`src/cidr_pkg.sv`:
```
// Constants for the configuration index/data register bank
package cidr_pkg;
    localparam int          NSLOT          = 32;
    localparam int          DW             = 8;
    localparam int          AW             = 16;
    localparam logic [7:0]  IDX_CTRL       = 8'h02;
    localparam logic [7:0]  IDX_PLACE      = 8'h03;
    localparam logic [7:0]  IDX_LDN        = 8'h07;
    localparam logic [7:0]  GLOBAL_LAST    = 8'h2f;
    localparam logic [7:0]  IDX_WATCHDOG_CONTROL   = 8'hf4;
    localparam logic [7:0]  PLACE_RST      = 8'h03;
    localparam logic [7:0]  PLACE_MASK     = 8'h83;
    localparam logic [7:0]  LDN_RST        = 8'h00;
    localparam logic [7:0]  LDN_SOFT       = 8'h00;
    localparam logic [7:0]  AUX_LDN        = 8'h08;
    localparam logic [7:0]  WATCHDOG_CONTROL_RST   = 8'h00;
    localparam logic [7:0]  WATCHDOG_CONTROL_MASK  = 8'hfc;
    localparam int          RUN_EN_BIT     = 7;
    localparam int          SOFT_RST_BIT   = 0;
    localparam int          WDT_STAT_BIT   = 0;
    localparam int          WDT_FORCE_BIT  = 1;
    localparam logic [1:0]  PLACE_E0       = 2'b00;
    localparam logic [1:0]  PLACE_E2       = 2'b01;
    localparam logic [15:0] RUN_PORT_E0    = 16'h00e0;
    localparam logic [15:0] RUN_PORT_E2    = 16'h00e2;
    localparam logic [15:0] RUN_PORT_EA    = 16'h00ea;
    localparam logic [15:0] CFG_PORT_DFLT  = 16'h03f0;
    localparam int          SLOT_BASE1_HI  = 1;
    localparam int          SLOT_BASE1_LO  = 2;
    localparam int          SLOT_BASE2_HI  = 3;
    localparam int          SLOT_BASE2_LO  = 4;
    // Per-device slots: index, reset value, reset classes, run access
    localparam logic [7:0] SLOT_IDX [NSLOT] = '{
        8'h30, 8'h60, 8'h61, 8'h62, 8'h63,
        8'hb0, 8'hb4, 8'hb5, 8'hb6, 8'hb7,
        8'he2, 8'he3, 8'he4, 8'he5, 8'he6, 8'he7,
        8'he8, 8'he9, 8'hea, 8'heb, 8'hec, 8'hed,
        8'hef, 8'hf0, 8'hf1, 8'hf2, 8'hf3,
        8'hf6, 8'hf7, 8'hf8, 8'hfa, 8'hfb};
    localparam logic [7:0] SLOT_RST [NSLOT] = '{
        8'h00, 8'h00, 8'h00, 8'h00, 8'h00,
        8'h00, 8'h00, 8'h00, 8'h00, 8'h00,
        8'h01, 8'h01, 8'h01, 8'h01, 8'h01, 8'h01,
        8'h01, 8'h01, 8'h01, 8'h01, 8'h01, 8'h01,
        8'h00, 8'h00, 8'h00, 8'h00, 8'h00,
        8'h00, 8'h00, 8'h00, 8'h00, 8'h00};
    localparam logic [NSLOT-1:0] SLOT_HARD = 32'hff00_001f;
    localparam logic [NSLOT-1:0] SLOT_SOFT = 32'h0000_001f;
    localparam logic [NSLOT-1:0] SLOT_RUN  = 32'hf800_03e0;
endpackage : cidr_pkg

```
`src/cidr_bank.sv`:
```
// Configuration index/data register bank on the host I/O pins
`timescale 1ns/1ps
`default_nettype none
module cidr_bank #(
    parameter logic [15:0] CFG_PORT = cidr_pkg::CFG_PORT_DFLT
) (
    // Clock and power-on reset
    input  wire logic                  clk_i,
    input  wire logic                  rst_n_i,
    // Host I/O pins
    input  wire logic [15:0]           io_addr_i,
    input  wire logic                  io_wr_i,
    input  wire logic                  io_rd_i,
    input  wire logic [7:0]            io_data_i,
    output logic      [7:0]            io_data_o,
    output logic                       io_data_oe_o,
    input  wire logic                  hard_rst_i,
    // Mode and watchdog status
    input  wire logic                  cfg_mode_i,
    input  wire logic                  wdt_status_i,
    // Register contents
    output logic [cidr_pkg::NSLOT*8-1:0] dev_regs_o,
    output logic [15:0]                base1_o,
    output logic [15:0]                base2_o,
    output logic [7:0]                 ldn_o,
    output logic [7:0]                 place_o,
    output logic [7:0]                 watchdog_control_o,
    output logic                       wdt_force_o,
    output logic                       soft_rst_o
);
    localparam int NS = cidr_pkg::NSLOT;

    logic [15:0] addr_s1_r;
    logic [15:0] addr_s2_r;
    logic [7:0]  data_s1_r;
    logic [7:0]  data_s2_r;
    logic [3:0]  ctl_s1_r;
    logic [3:0]  ctl_s2_r;
    logic        wr_q_r;
    logic        wr_edge;
    logic        rd_s2;
    logic        hard_s2;
    logic        stat_s2;
    logic [7:0]  cfg_index_r;
    logic [7:0]  run_index_r;
    logic [7:0]  regs_r [NS];
    logic [15:0] run_port;
    logic        hit_cfg_idx;
    logic        hit_cfg_dat;
    logic        hit_run_idx;
    logic        hit_run_dat;
    logic        acc_cfg;
    logic        acc_run;
    logic [7:0]  acc_idx;
    logic        slot_hit;
    logic [4:0]  slot_num;
    logic        dev_ok;
    logic        glob_ok;
    logic        wdt_ok;
    logic [NS-1:0] slot_wr;
    logic [7:0]  rd_val;

    // Two-stage synchronisers for the host pins
    always_ff @(posedge clk_i or negedge rst_n_i)
    begin
        if (!rst_n_i)
        begin
            addr_s1_r <= 16'h0000;
            addr_s2_r <= 16'h0000;
            data_s1_r <= 8'h00;
            data_s2_r <= 8'h00;
            ctl_s1_r  <= 4'h0;
            ctl_s2_r  <= 4'h0;
            wr_q_r    <= 1'b0;
        end
        else
        begin
            addr_s1_r <= io_addr_i;
            addr_s2_r <= addr_s1_r;
            data_s1_r <= io_data_i;
            data_s2_r <= data_s1_r;
            ctl_s1_r  <= {wdt_status_i, hard_rst_i, io_rd_i, io_wr_i};
            ctl_s2_r  <= ctl_s1_r;
            wr_q_r    <= ctl_s2_r[0];
        end
    end

    assign wr_edge = ctl_s2_r[0] & ~wr_q_r;
    assign rd_s2   = ctl_s2_r[1];
    assign hard_s2 = ctl_s2_r[2];
    assign stat_s2 = ctl_s2_r[3];

    // Run-mode index port placement
    always_comb
    begin
        unique case (place_o[1:0])
            cidr_pkg::PLACE_E0: run_port = cidr_pkg::RUN_PORT_E0;
            cidr_pkg::PLACE_E2: run_port = cidr_pkg::RUN_PORT_E2;
            default:            run_port = cidr_pkg::RUN_PORT_EA;
        endcase
    end

    // Port decode over the full address
    always_comb
    begin
        hit_cfg_idx = cfg_mode_i && (addr_s2_r == CFG_PORT);
        hit_cfg_dat = cfg_mode_i && (addr_s2_r == CFG_PORT + 16'h0001);
        hit_run_idx = !cfg_mode_i && (addr_s2_r == run_port);
        hit_run_dat = !cfg_mode_i && (addr_s2_r == run_port + 16'h0001);
        acc_cfg     = hit_cfg_dat;
        acc_run     = hit_run_dat && place_o[cidr_pkg::RUN_EN_BIT];
        acc_idx     = acc_cfg ? cfg_index_r : run_index_r;
    end

    // Slot lookup compares all eight index bits
    always_comb
    begin
        slot_hit = 1'b0;
        slot_num = 5'd0;
        for (int k = 0; k < NS; k++)
        begin
            if (acc_idx == cidr_pkg::SLOT_IDX[k])
            begin
                slot_hit = 1'b1;
                slot_num = 5'(k);
            end
        end
    end

    // Access qualification per register class
    always_comb
    begin
        glob_ok = acc_cfg && (acc_idx <= cidr_pkg::GLOBAL_LAST);
        dev_ok  = slot_hit
                && ((acc_cfg && ldn_o == cidr_pkg::AUX_LDN)
                || (acc_run && cidr_pkg::SLOT_RUN[slot_num]));
        wdt_ok  = (acc_idx == cidr_pkg::IDX_WATCHDOG_CONTROL)
                && ((acc_cfg && ldn_o == cidr_pkg::AUX_LDN) || acc_run);
    end

    // Read data mux; everything else reads zero
    always_comb
    begin
        rd_val = 8'h00;
        if (hit_cfg_idx)
            rd_val = cfg_index_r;
        else if (hit_run_idx)
            rd_val = run_index_r;
        else if (glob_ok && acc_idx == cidr_pkg::IDX_PLACE)
            rd_val = place_o;
        else if (glob_ok && acc_idx == cidr_pkg::IDX_LDN)
            rd_val = ldn_o;
        else if (dev_ok)
            rd_val = regs_r[slot_num];
        else if (wdt_ok)
        begin
            rd_val = watchdog_control_o & cidr_pkg::WATCHDOG_CONTROL_MASK;
            rd_val[cidr_pkg::WDT_STAT_BIT] = stat_s2;
        end
    end

    // Read drive of the data pins
    always_ff @(posedge clk_i or negedge rst_n_i)
    begin
        if (!rst_n_i)
        begin
            io_data_o    <= 8'h00;
            io_data_oe_o <= 1'b0;
        end
        else
        begin
            io_data_o    <= rd_val;
            io_data_oe_o <= rd_s2
                && (hit_cfg_idx || hit_cfg_dat || hit_run_idx || acc_run);
        end
    end

    // Index registers
    always_ff @(posedge clk_i or negedge rst_n_i)
    begin
        if (!rst_n_i)
        begin
            cfg_index_r <= 8'h00;
            run_index_r <= 8'h00;
        end
        else if (wr_edge && hit_cfg_idx)
            cfg_index_r <= data_s2_r;
        else if (wr_edge && hit_run_idx)
            run_index_r <= data_s2_r;
    end

    // Soft reset pulse from the configuration control register
    always_ff @(posedge clk_i or negedge rst_n_i)
    begin
        if (!rst_n_i)
            soft_rst_o <= 1'b0;
        else
            soft_rst_o <= wr_edge && glob_ok && acc_idx == cidr_pkg::IDX_CTRL
                && data_s2_r[cidr_pkg::SOFT_RST_BIT];
    end

    // Placement register
    always_ff @(posedge clk_i or negedge rst_n_i)
    begin
        if (!rst_n_i)
            place_o <= cidr_pkg::PLACE_RST;
        else if (hard_s2)
            place_o <= cidr_pkg::PLACE_RST;
        else if (wr_edge && glob_ok && acc_idx == cidr_pkg::IDX_PLACE)
            place_o <= data_s2_r & cidr_pkg::PLACE_MASK;
    end

    // Logical device number
    always_ff @(posedge clk_i or negedge rst_n_i)
    begin
        if (!rst_n_i)
            ldn_o <= cidr_pkg::LDN_RST;
        else if (hard_s2)
            ldn_o <= cidr_pkg::LDN_RST;
        else if (wr_edge && glob_ok && acc_idx == cidr_pkg::IDX_CTRL
                 && data_s2_r[cidr_pkg::SOFT_RST_BIT])
            ldn_o <= cidr_pkg::LDN_SOFT;
        else if (wr_edge && glob_ok && acc_idx == cidr_pkg::IDX_LDN)
            ldn_o <= data_s2_r;
    end

    // Watchdog control: stored bits plus force pulse
    always_ff @(posedge clk_i or negedge rst_n_i)
    begin
        if (!rst_n_i)
        begin
            watchdog_control_o  <= cidr_pkg::WATCHDOG_CONTROL_RST;
            wdt_force_o <= 1'b0;
        end
        else
        begin
            wdt_force_o <= wr_edge && wdt_ok
                && data_s2_r[cidr_pkg::WDT_FORCE_BIT];
            if (wr_edge && wdt_ok)
                watchdog_control_o <= data_s2_r & cidr_pkg::WATCHDOG_CONTROL_MASK;
        end
    end

    // Per-device register slots
    for (genvar g = 0; g < NS; g++)
    begin : g_slot
        assign slot_wr[g] = wr_edge && dev_ok && (slot_num == 5'(g));
        always_ff @(posedge clk_i or negedge rst_n_i)
        begin
            if (!rst_n_i)
                regs_r[g] <= cidr_pkg::SLOT_RST[g];
            else if (hard_s2 && cidr_pkg::SLOT_HARD[g])
                regs_r[g] <= cidr_pkg::SLOT_RST[g];
            else if (soft_rst_o && cidr_pkg::SLOT_SOFT[g])
                regs_r[g] <= cidr_pkg::SLOT_RST[g];
            else if (slot_wr[g])
                regs_r[g] <= data_s2_r;
        end
        assign dev_regs_o[g*8 +: 8] = regs_r[g];
    end

    // Base address pairs, high byte at the lower index
    assign base1_o = {regs_r[cidr_pkg::SLOT_BASE1_HI],
                      regs_r[cidr_pkg::SLOT_BASE1_LO]};
    assign base2_o = {regs_r[cidr_pkg::SLOT_BASE2_HI],
                      regs_r[cidr_pkg::SLOT_BASE2_LO]};

    // Checks
    soft_pulse_a: assert property (
        @(posedge clk_i) disable iff (!rst_n_i)
        soft_rst_o |=> !soft_rst_o)
        else $error("soft reset bit did not clear");

    soft_load_a: assert property (
        @(posedge clk_i) disable iff (!rst_n_i)
        soft_rst_o && !hard_s2 |=> regs_r[0] == cidr_pkg::SLOT_RST[0]
        && ldn_o == cidr_pkg::LDN_SOFT)
        else $error("soft reset values not loaded");

    run_block_a: assert property (
        @(posedge clk_i) disable iff (!rst_n_i)
        wr_edge && hit_run_dat && !place_o[cidr_pkg::RUN_EN_BIT] && !hard_s2
        |=> $stable(dev_regs_o))
        else $error("run-mode write passed while blocked");

    place_map_a: assert property (
        @(posedge clk_i) disable iff (!rst_n_i)
        place_o[1] |-> run_port == cidr_pkg::RUN_PORT_EA)
        else $error("run index port misplaced");

    index_full_a: assert property (
        @(posedge clk_i) disable iff (!rst_n_i)
        wr_edge && hit_cfg_idx |=> cfg_index_r == $past(data_s2_r))
        else $error("index port lost bits");

    unmapped_zero_a: assert property (
        @(posedge clk_i) disable iff (!rst_n_i)
        acc_cfg && !slot_hit && !wdt_ok && acc_idx > cidr_pkg::IDX_LDN
        |=> io_data_o == 8'h00)
        else $error("unmapped register read nonzero");

    global_gate_a: assert property (
        @(posedge clk_i) disable iff (!rst_n_i)
        !cfg_mode_i && !hard_s2 |=> $stable(ldn_o))
        else $error("global register changed outside config mode");

    ldn_write_a: assert property (
        @(posedge clk_i) disable iff (!rst_n_i)
        wr_edge && glob_ok && acc_idx == cidr_pkg::IDX_LDN && !hard_s2
        |=> ldn_o == $past(data_s2_r))
        else $error("device number not written");

    route_write_a: assert property (
        @(posedge clk_i) disable iff (!rst_n_i)
        wr_edge && dev_ok && !hard_s2 && !soft_rst_o
        |=> regs_r[$past(slot_num)] == $past(data_s2_r))
        else $error("data port write not routed");

    wdt_mixed_a: assert property (
        @(posedge clk_i) disable iff (!rst_n_i)
        wdt_ok |=> !io_data_o[cidr_pkg::WDT_FORCE_BIT])
        else $error("write-only watchdog bit read back");

    global_zone_a: assert property (
        @(posedge clk_i) disable iff (!rst_n_i)
        glob_ok && acc_idx != cidr_pkg::IDX_PLACE
        && acc_idx != cidr_pkg::IDX_LDN |=> io_data_o == 8'h00)
        else $error("reserved global index read nonzero");
endmodule : cidr_bank
`default_nettype wire

```
`config.mk`:
```
export PLATFORM = sky130hd
export DESIGN_NAME = cidr_bank
export DESIGN_NICKNAME = d
export VERILOG_FILES = /design/src/cidr_pkg.sv /design/src/cidr_bank.sv
export SDC_FILE = /design/constraint.sdc
export NUM_CORES = 1
export LEC_CHECK = 0
export ABC_CLOCK_PERIOD_IN_PS = 6850
export BUFFER_PORTS_ARGS = -buffer_cell sky130_fd_sc_hd__buf_2
export CAP_MARGIN = 0
export CORE_ASPECT_RATIO = 1.5
export CORE_MARGIN = 1.5
export CORE_UTILIZATION = 45
export CTS_CLUSTER_DIAMETER = 150
export DETAILED_ROUTE_END_ITERATION = 7
export GPL_TIMING_DRIVEN = 0
export PLACE_DENSITY = 0.69
export SLEW_MARGIN = 40
export SYNTH_ARGS = -nofsm -noshare
export SYNTH_HDL_FRONTEND = slang
export SYNTH_SLANG_ARGS = --single-unit
```
`constraint.sdc`:
```
create_clock -name clk_i -period 6.85 [get_ports clk_i]
set_input_delay 1.0275 -clock clk_i [delete_from_list [all_inputs] [get_ports clk_i]]
set_output_delay 1.0275 -clock clk_i [all_outputs]
set_load 0.05 [all_outputs]
```
==> results of run 1 <==
-- sequential cells by signal (all words and copies together) (netlist names), 6 cells and up --
signal / count
dev_regs_o: 224
addr_s1_r: 16
addr_s2_r: 16
base1_o: 16
base2_o: 16
cfg_index_r: 8
data_s1_r: 8
data_s2_r: 8
io_data_o: 8
ldn_o: 8
run_index_r: 8
watchdog_control_o: 6
-- layout make-up --
class | count | area share (%)
diodes | 1 | 0.0116
flip-flops and latches | 357 | 41.7
plain buffers | 168 | 3.85
inverters | 9 | 0.157
repair buffers | 355 | 8.89
well taps | 495 | 2.88
multi-input cells | 1102 | 36.8
clock buffers | 47 | 4.63
clock inverters | 18 | 1.12
-- per-layer routing --
metal	vias to the layer above	wire length [um]	track usage (%)	share of wire (%)
li1	6554	-	-	-
met1	7898	26100	42.7	34
met2	986	37100	63.0	49
met3	313	5780	6.44	7.6
met4	2	6760	28.5	8.9
met5	-	10	0	0.013
-- cell families after synthesis --
group	synth area share, %
AOI/OAI and AO/OA	9.14
xor gates and xnor gates	0.248
buffers and inverters	4.77
DFF	50.7
muxes	19.0
other	0.0212
and+or+nand+nor	16.1
-- worst paths after layout --
kind | endpoint | startpoint | slack, ps
setup / recovery | io_data_o[2] | addr_s2_r[11] | 990
hold / removal | data_s2_r[6] | data_s1_r[6] | 340
setup reg to reg | io_data_o[2] | addr_s2_r[11] | 990
hold reg to reg | data_s2_r[6] | data_s1_r[6] | 340
max in group asynchronous | dev_regs_o[120] | rst_n_i | 4990
min in group asynchronous | dev_regs_o[218] | rst_n_i | 370
-- power by group --
part           internal [W]  switching, W  leakage [nW]
registers           0.00213    0.00000726          4.80
clock network       0.00123      0.000876         0.607
logic             0.0000325      0.000139          5.21
-- critical path, delay by kind of cell, from the launching register on --
| family | cells | cell delay, ps |
|---|---|---|
| AND/OR/NAND/NOR | 6 | 1800 |
| flip-flops | 1 | 360 |
| buffers and inverters | 4 | 2270 |
| AO/OA/AOI/OAI | 3 | 1300 |
-- placed cells by master (no fill, tap or decap), drive strengths merged, types with 6 or more instances in the layout --
master,count
and3,7
nor3,24
nor2b,10
dfrtp,343
o211ai,9
clkbuf,142
a31oi,15
o21ai,37
a32o,8
buf,428
nand2,245
a211oi,7
nor4,17
a32oi,18
mux2i,130
o22ai,6
clkinv,13
nand2b,6
and2,9
a221oi,10
or2,8
or3,10
conb,7
nand3,36
nand4b,6
mux2,177
a21oi,46
a22oi,16
nor2,142
inv,8
dfstp,14
nand4,20
-- per-stage QoR --
stage	util, %	worst slack, ps
2_1_floorplan	-	2660
3_3_place_gp	52.0	-2050
3_5_place_dp	52.5	1090
4_1_cts	55.7	1270
5_1_grt	55.7	1070
6_report	55.8	988
==> flow_metrics.env, run 1 <==
export IMPL_synth_top_area_share_pct=48.6
export IMPL_dr_pass1_iters=5
export IMPL_drt_wl_total_mm=75.7
export IMPL_finalHoldViolations=0
export IMPL_syn_area_um2=17700
export IMPL_cp_start_kind="register"
export IMPL_ctsHtreeMaxLevel=2
export IMPL_coreArea_um2=38500
export IMPL_antenna_found_initial=2
export IMPL_synth_warnings=0
export IMPL_grt_pass1_wl_mm=108
export IMPL_status="completed"
export IMPL_tightest_slew_ps=980
export IMPL_cts_sinks=357
export IMPL_grt_max_degree=77
export IMPL_path_common_cell="clkbuf_1"
export IMPL_cts_tree="done"
export IMPL_worstPathArrival_ps=6310
export IMPL_die_area_um2=40400
export IMPL_dr_total_vias=15753
export IMPL_synth_edf_count=0
export IMPL_synth_area_per_cell_um2=10.8
export IMPL_drc=0
export IMPL_clkTransAtPathRegs_ps=60
export IMPL_area_delta_synth_final_pct=21.7
export IMPL_multi_input_area_um2=7910
export IMPL_ys_seq_area_share_pct=50.7
export IMPL_wl_per_cell_um=29.7
export IMPL_cts_resized=0
export IMPL_synth_main_ff_cell="dfrtp_1"
export IMPL_hold_ws_ps=341
export IMPL_end_kind="register"
export IMPL_ctsHoldBuffers=0
export IMPL_cp_cell_sequence="or4_4, nor4_2, and3_1, buf_4, nor2_1, o21ai_2, clkbuf_1, clkbuf_1, clkbuf_1, nand2_1, a31oi_1, nand4_1, a31oi_1"
export IMPL_clock_fmax_mhz=171
export IMPL_maxCapViolCount=0
export IMPL_synth_area_leaders="dfrtp_1 49%, mux2i_1 7.4%, mux2_1 7.1%"
export IMPL_die_h_um=246
export IMPL_place_congestion=1.00
export IMPL_power_w=0.00441
export IMPL_hp_class="register to register"
export IMPL_drtIter0Drc=1612
export IMPL_drive_gt1_share_pct=30.0
export IMPL_grt_usage_pct=37.7
export IMPL_stdcell_area_um2=21500
export IMPL_setup_violations=0
export IMPL_min_path_cells=0
export IMPL_final_max_slew_viol_count=0
export IMPL_ios=354
export IMPL_postCtsSetupBuffers=0
export IMPL_yosysMostFrequentCell="dfrtp_1"
export IMPL_numPortBuffers=346
export IMPL_power_density_nw_per_um2=205
export IMPL_ant_nets=0
export IMPL_nNetsFinal=2061
export IMPL_finalClockSkew_ps=24.6
export IMPL_rsz0062_at_grt="false"
export IMPL_max_vdd_ir_drop_mv=0.211
export IMPL_synth_common_cells="343 x dfrtp_1, 244 x nand2_1, 132 x nor2_1"
export IMPL_clock_path_buffers=3
export IMPL_netlist_cell_type_count=95
export IMPL_fin_setup_tns_ps=0
export IMPL_worst_path_max_delay_cell="clkbuf_1"
export IMPL_overflow=0
export IMPL_relSlewSlack_pct=34.5
export IMPL_n_fill_cell=3487
export IMPL_viasPerCell=6.17
export IMPL_netlist_instances=1630
export IMPL_yosysTopAreaCell="dfrtp_1"
export IMPL_ys_ff_latch=357
export IMPL_post_route_min_period_ps=5860
export IMPL_rows=88
export IMPL_start_util_pct=45.8
export IMPL_regArea_um2=8950
export IMPL_critPathRequiredTime_ps=7290
export IMPL_critPathMaxStageDelay_ps=720
export IMPL_min_period_over_period_pct=85.6
export IMPL_path_max_fanout=10
export IMPL_r2r_cells=13
export IMPL_crit_type="register to register"
export IMPL_cts_made_buffers=37
export IMPL_place_area_um2=20200
export IMPL_grt_pass1_vias=15547
export IMPL_async_reset_ff_share_pct=100
export IMPL_dp_cells=2485
export IMPL_clock_tree_root_cell="clkbuf_16"
export IMPL_fp_dieW_um=165
export IMPL_clock_latency_ps=540
export IMPL_place_hpwl_mm=57.5
export IMPL_p_leak_nw=10.6
export IMPL_finalNonFillerCells=2552
No activity file was read; power rests on OpenSTA's default activity.
==> inputs of run 2 (changes only) <==
- PLACE_DENSITY: 0.69 -> 0.71
==> flow_metrics.env, run 2 (synthesized netlist as in run 1, its figures left out) <==
export IMPL_status="completed"
export IMPL_cts_made_buffers=37
export IMPL_worstPathArrival_ps=6160
export IMPL_cts_resized=0
export IMPL_clock_tree_root_cell="clkbuf_16"
export IMPL_clock_latency_ps=550
export IMPL_p_leak_nw=10.6
export IMPL_r2r_start="addr_s2_r[11]"
export IMPL_setup_violations=0
export IMPL_viasPerCell=6.20
export IMPL_postCtsSetupBuffers=0
export IMPL_rsz0062_at_grt="false"
export IMPL_wl_per_cell_um=29.7
export IMPL_ctsHtreeMaxLevel=2
export IMPL_place_congestion=1.02
export IMPL_min_period_over_period_pct=83.7
export IMPL_fp_dieW_um=165
export IMPL_endpoint="io_data_o[2]"
export IMPL_power_density_nw_per_um2=202
export IMPL_relSlewSlack_pct=36.0
export IMPL_drt_wl_total_mm=75.8
export IMPL_grt_max_degree=78
export IMPL_drive_gt1_share_pct=30.2
export IMPL_largest_reg_flops=224
export IMPL_ctsHoldBuffers=0
export IMPL_clock_path_buffers=3
export IMPL_maxCapViolCount=0
export IMPL_dp_slack_ps=941
export IMPL_dr_pass1_iters=5
export IMPL_cp_start_kind="register"
export IMPL_grt_pass1_wl_mm=108
export IMPL_end_kind="register"
export IMPL_n_fill_cell=3475
export IMPL_r2r_cells=13
export IMPL_fin_setup_tns_ps=0
export IMPL_clock_fmax_mhz=174
export IMPL_coreArea_um2=38500
export IMPL_ant_nets=0
export IMPL_cts_sinks=357
export IMPL_area_delta_synth_final_pct=21.5
export IMPL_dr_total_vias=15831
export IMPL_path_max_fanout=10
export IMPL_drtIter0Drc=1458
export IMPL_overflow=0
export IMPL_start_util_pct=45.8
export IMPL_clkTransAtPathRegs_ps=70
export IMPL_die_h_um=246
export IMPL_nNetsFinal=2061
export IMPL_grt_usage_pct=37.5
export IMPL_cts_tree="done"
export IMPL_layout_common_cells="362 x buf_2, 343 x dfrtp_1, 244 x nand2_1"
export IMPL_layout_commonest_cell="buf_2"
export IMPL_hp_class="input pin to async pin"
export IMPL_layout_setup_ws_ps=1120
export IMPL_power_w=0.00432
export IMPL_numPortBuffers=346
export IMPL_finalHoldViolations=0
export IMPL_drc=0
export IMPL_place_hpwl_mm=57.7
export IMPL_critPathRequiredTime_ps=7280
export IMPL_grt_pass1_vias=15645
export IMPL_final_max_slew_viol_count=0
export IMPL_r2r_end="io_data_o[2]"
export IMPL_r2r_slack_ps=1120
export IMPL_die_area_um2=40400
export IMPL_crit_type="register to register"
export IMPL_ios=354
export IMPL_post_route_min_period_ps=5730
export IMPL_tightest_slew_ps=959
export IMPL_max_vdd_ir_drop_mv=0.186
export IMPL_hold_ws_ps=325
export IMPL_antenna_found_initial=2
export IMPL_crit_start="addr_s2_r[11]"
export IMPL_finalClockSkew_ps=19.6
export IMPL_rows=88
-- run 2: cell types whose count changed in the layout (fill, tap and decap cells not counted), sizes merged --
cell | before | now
inv | 8 | 11
clkbuf | 142 | 151
clkinv | 13 | 7
bufinv | 5 | 1
-- run 2: critical path: stages, from the launching register on --
cell	delay (ps)
dfrtp_1	350
or4_4	560
nor4_2	510
and3_1	240
buf_4	190
nor2_1	90
o21ai_2	520
clkbuf_2	490
clkbuf_1	610
clkbuf_1	780
nand2_1	130
a31oi_1	510
nand4_1	280
a31oi_1	340
-- run 2: power by group --
group | internal (W) | switching, W | leakage, nW
logic | 0.0000327 | 0.000141 | 5.22
registers | 0.00213 | 0.00000724 | 4.80
clock network | 0.00114 | 0.000872 | 0.586
-- run 2: how the worst min path moves through the flow --
stage | slack (ps) | startpoint | end
final | 330 | rst_n_i | dev_regs_o[234]
after global routing | 350 | rst_n_i | dev_regs_o[234]
after CTS | 330 | rst_n_i | dev_regs_o[234]
after detailed placement | 330 | addr_s1_r[9] | addr_s2_r[9]
after global placement | 330 | data_s1_r[7] | data_s2_r[7]
after floorplan | 330 | addr_s1_r[0] | addr_s2_r[0]
-- run 2: routing by layer --
metal	vias to the layer above	share of wire (%)	GRT usage (%)
met5	-	0	0
met4	0	8.7	27.5
met3	312	8.0	6.36
met2	1048	49	62.9
met1	7905	34	42.7
li1	6566	-	-
-- run 2: layout make-up --
cell class	instances	area, um^2	area share, %
Multi-Input combinational cell	1102	7910	36.9
Sequential cell	357	8950	41.7
Timing Repair Buffer	355	1910	8.90
Clock buffer	56	1090	5.07
Tap cell	495	619	2.89
Clock inverter	11	100	0.467
Antenna cell	1	2.50	0.0117
Inverter	9	33.8	0.158
Buffer	168	833	3.89
-- run 2: metrics by stage --
step / instances / area, um^2 / util [%]
2_1_floorplan: 1636 / 17700 / -
3_3_place_gp: 2477 / 20000 / 52.0
5_1_grt: 2553 / 21400 / 55.6
3_5_place_dp: 2486 / 20200 / 52.5
4_1_cts: 2553 / 21400 / 55.6
6_report: 2554 / 21400 / 55.6
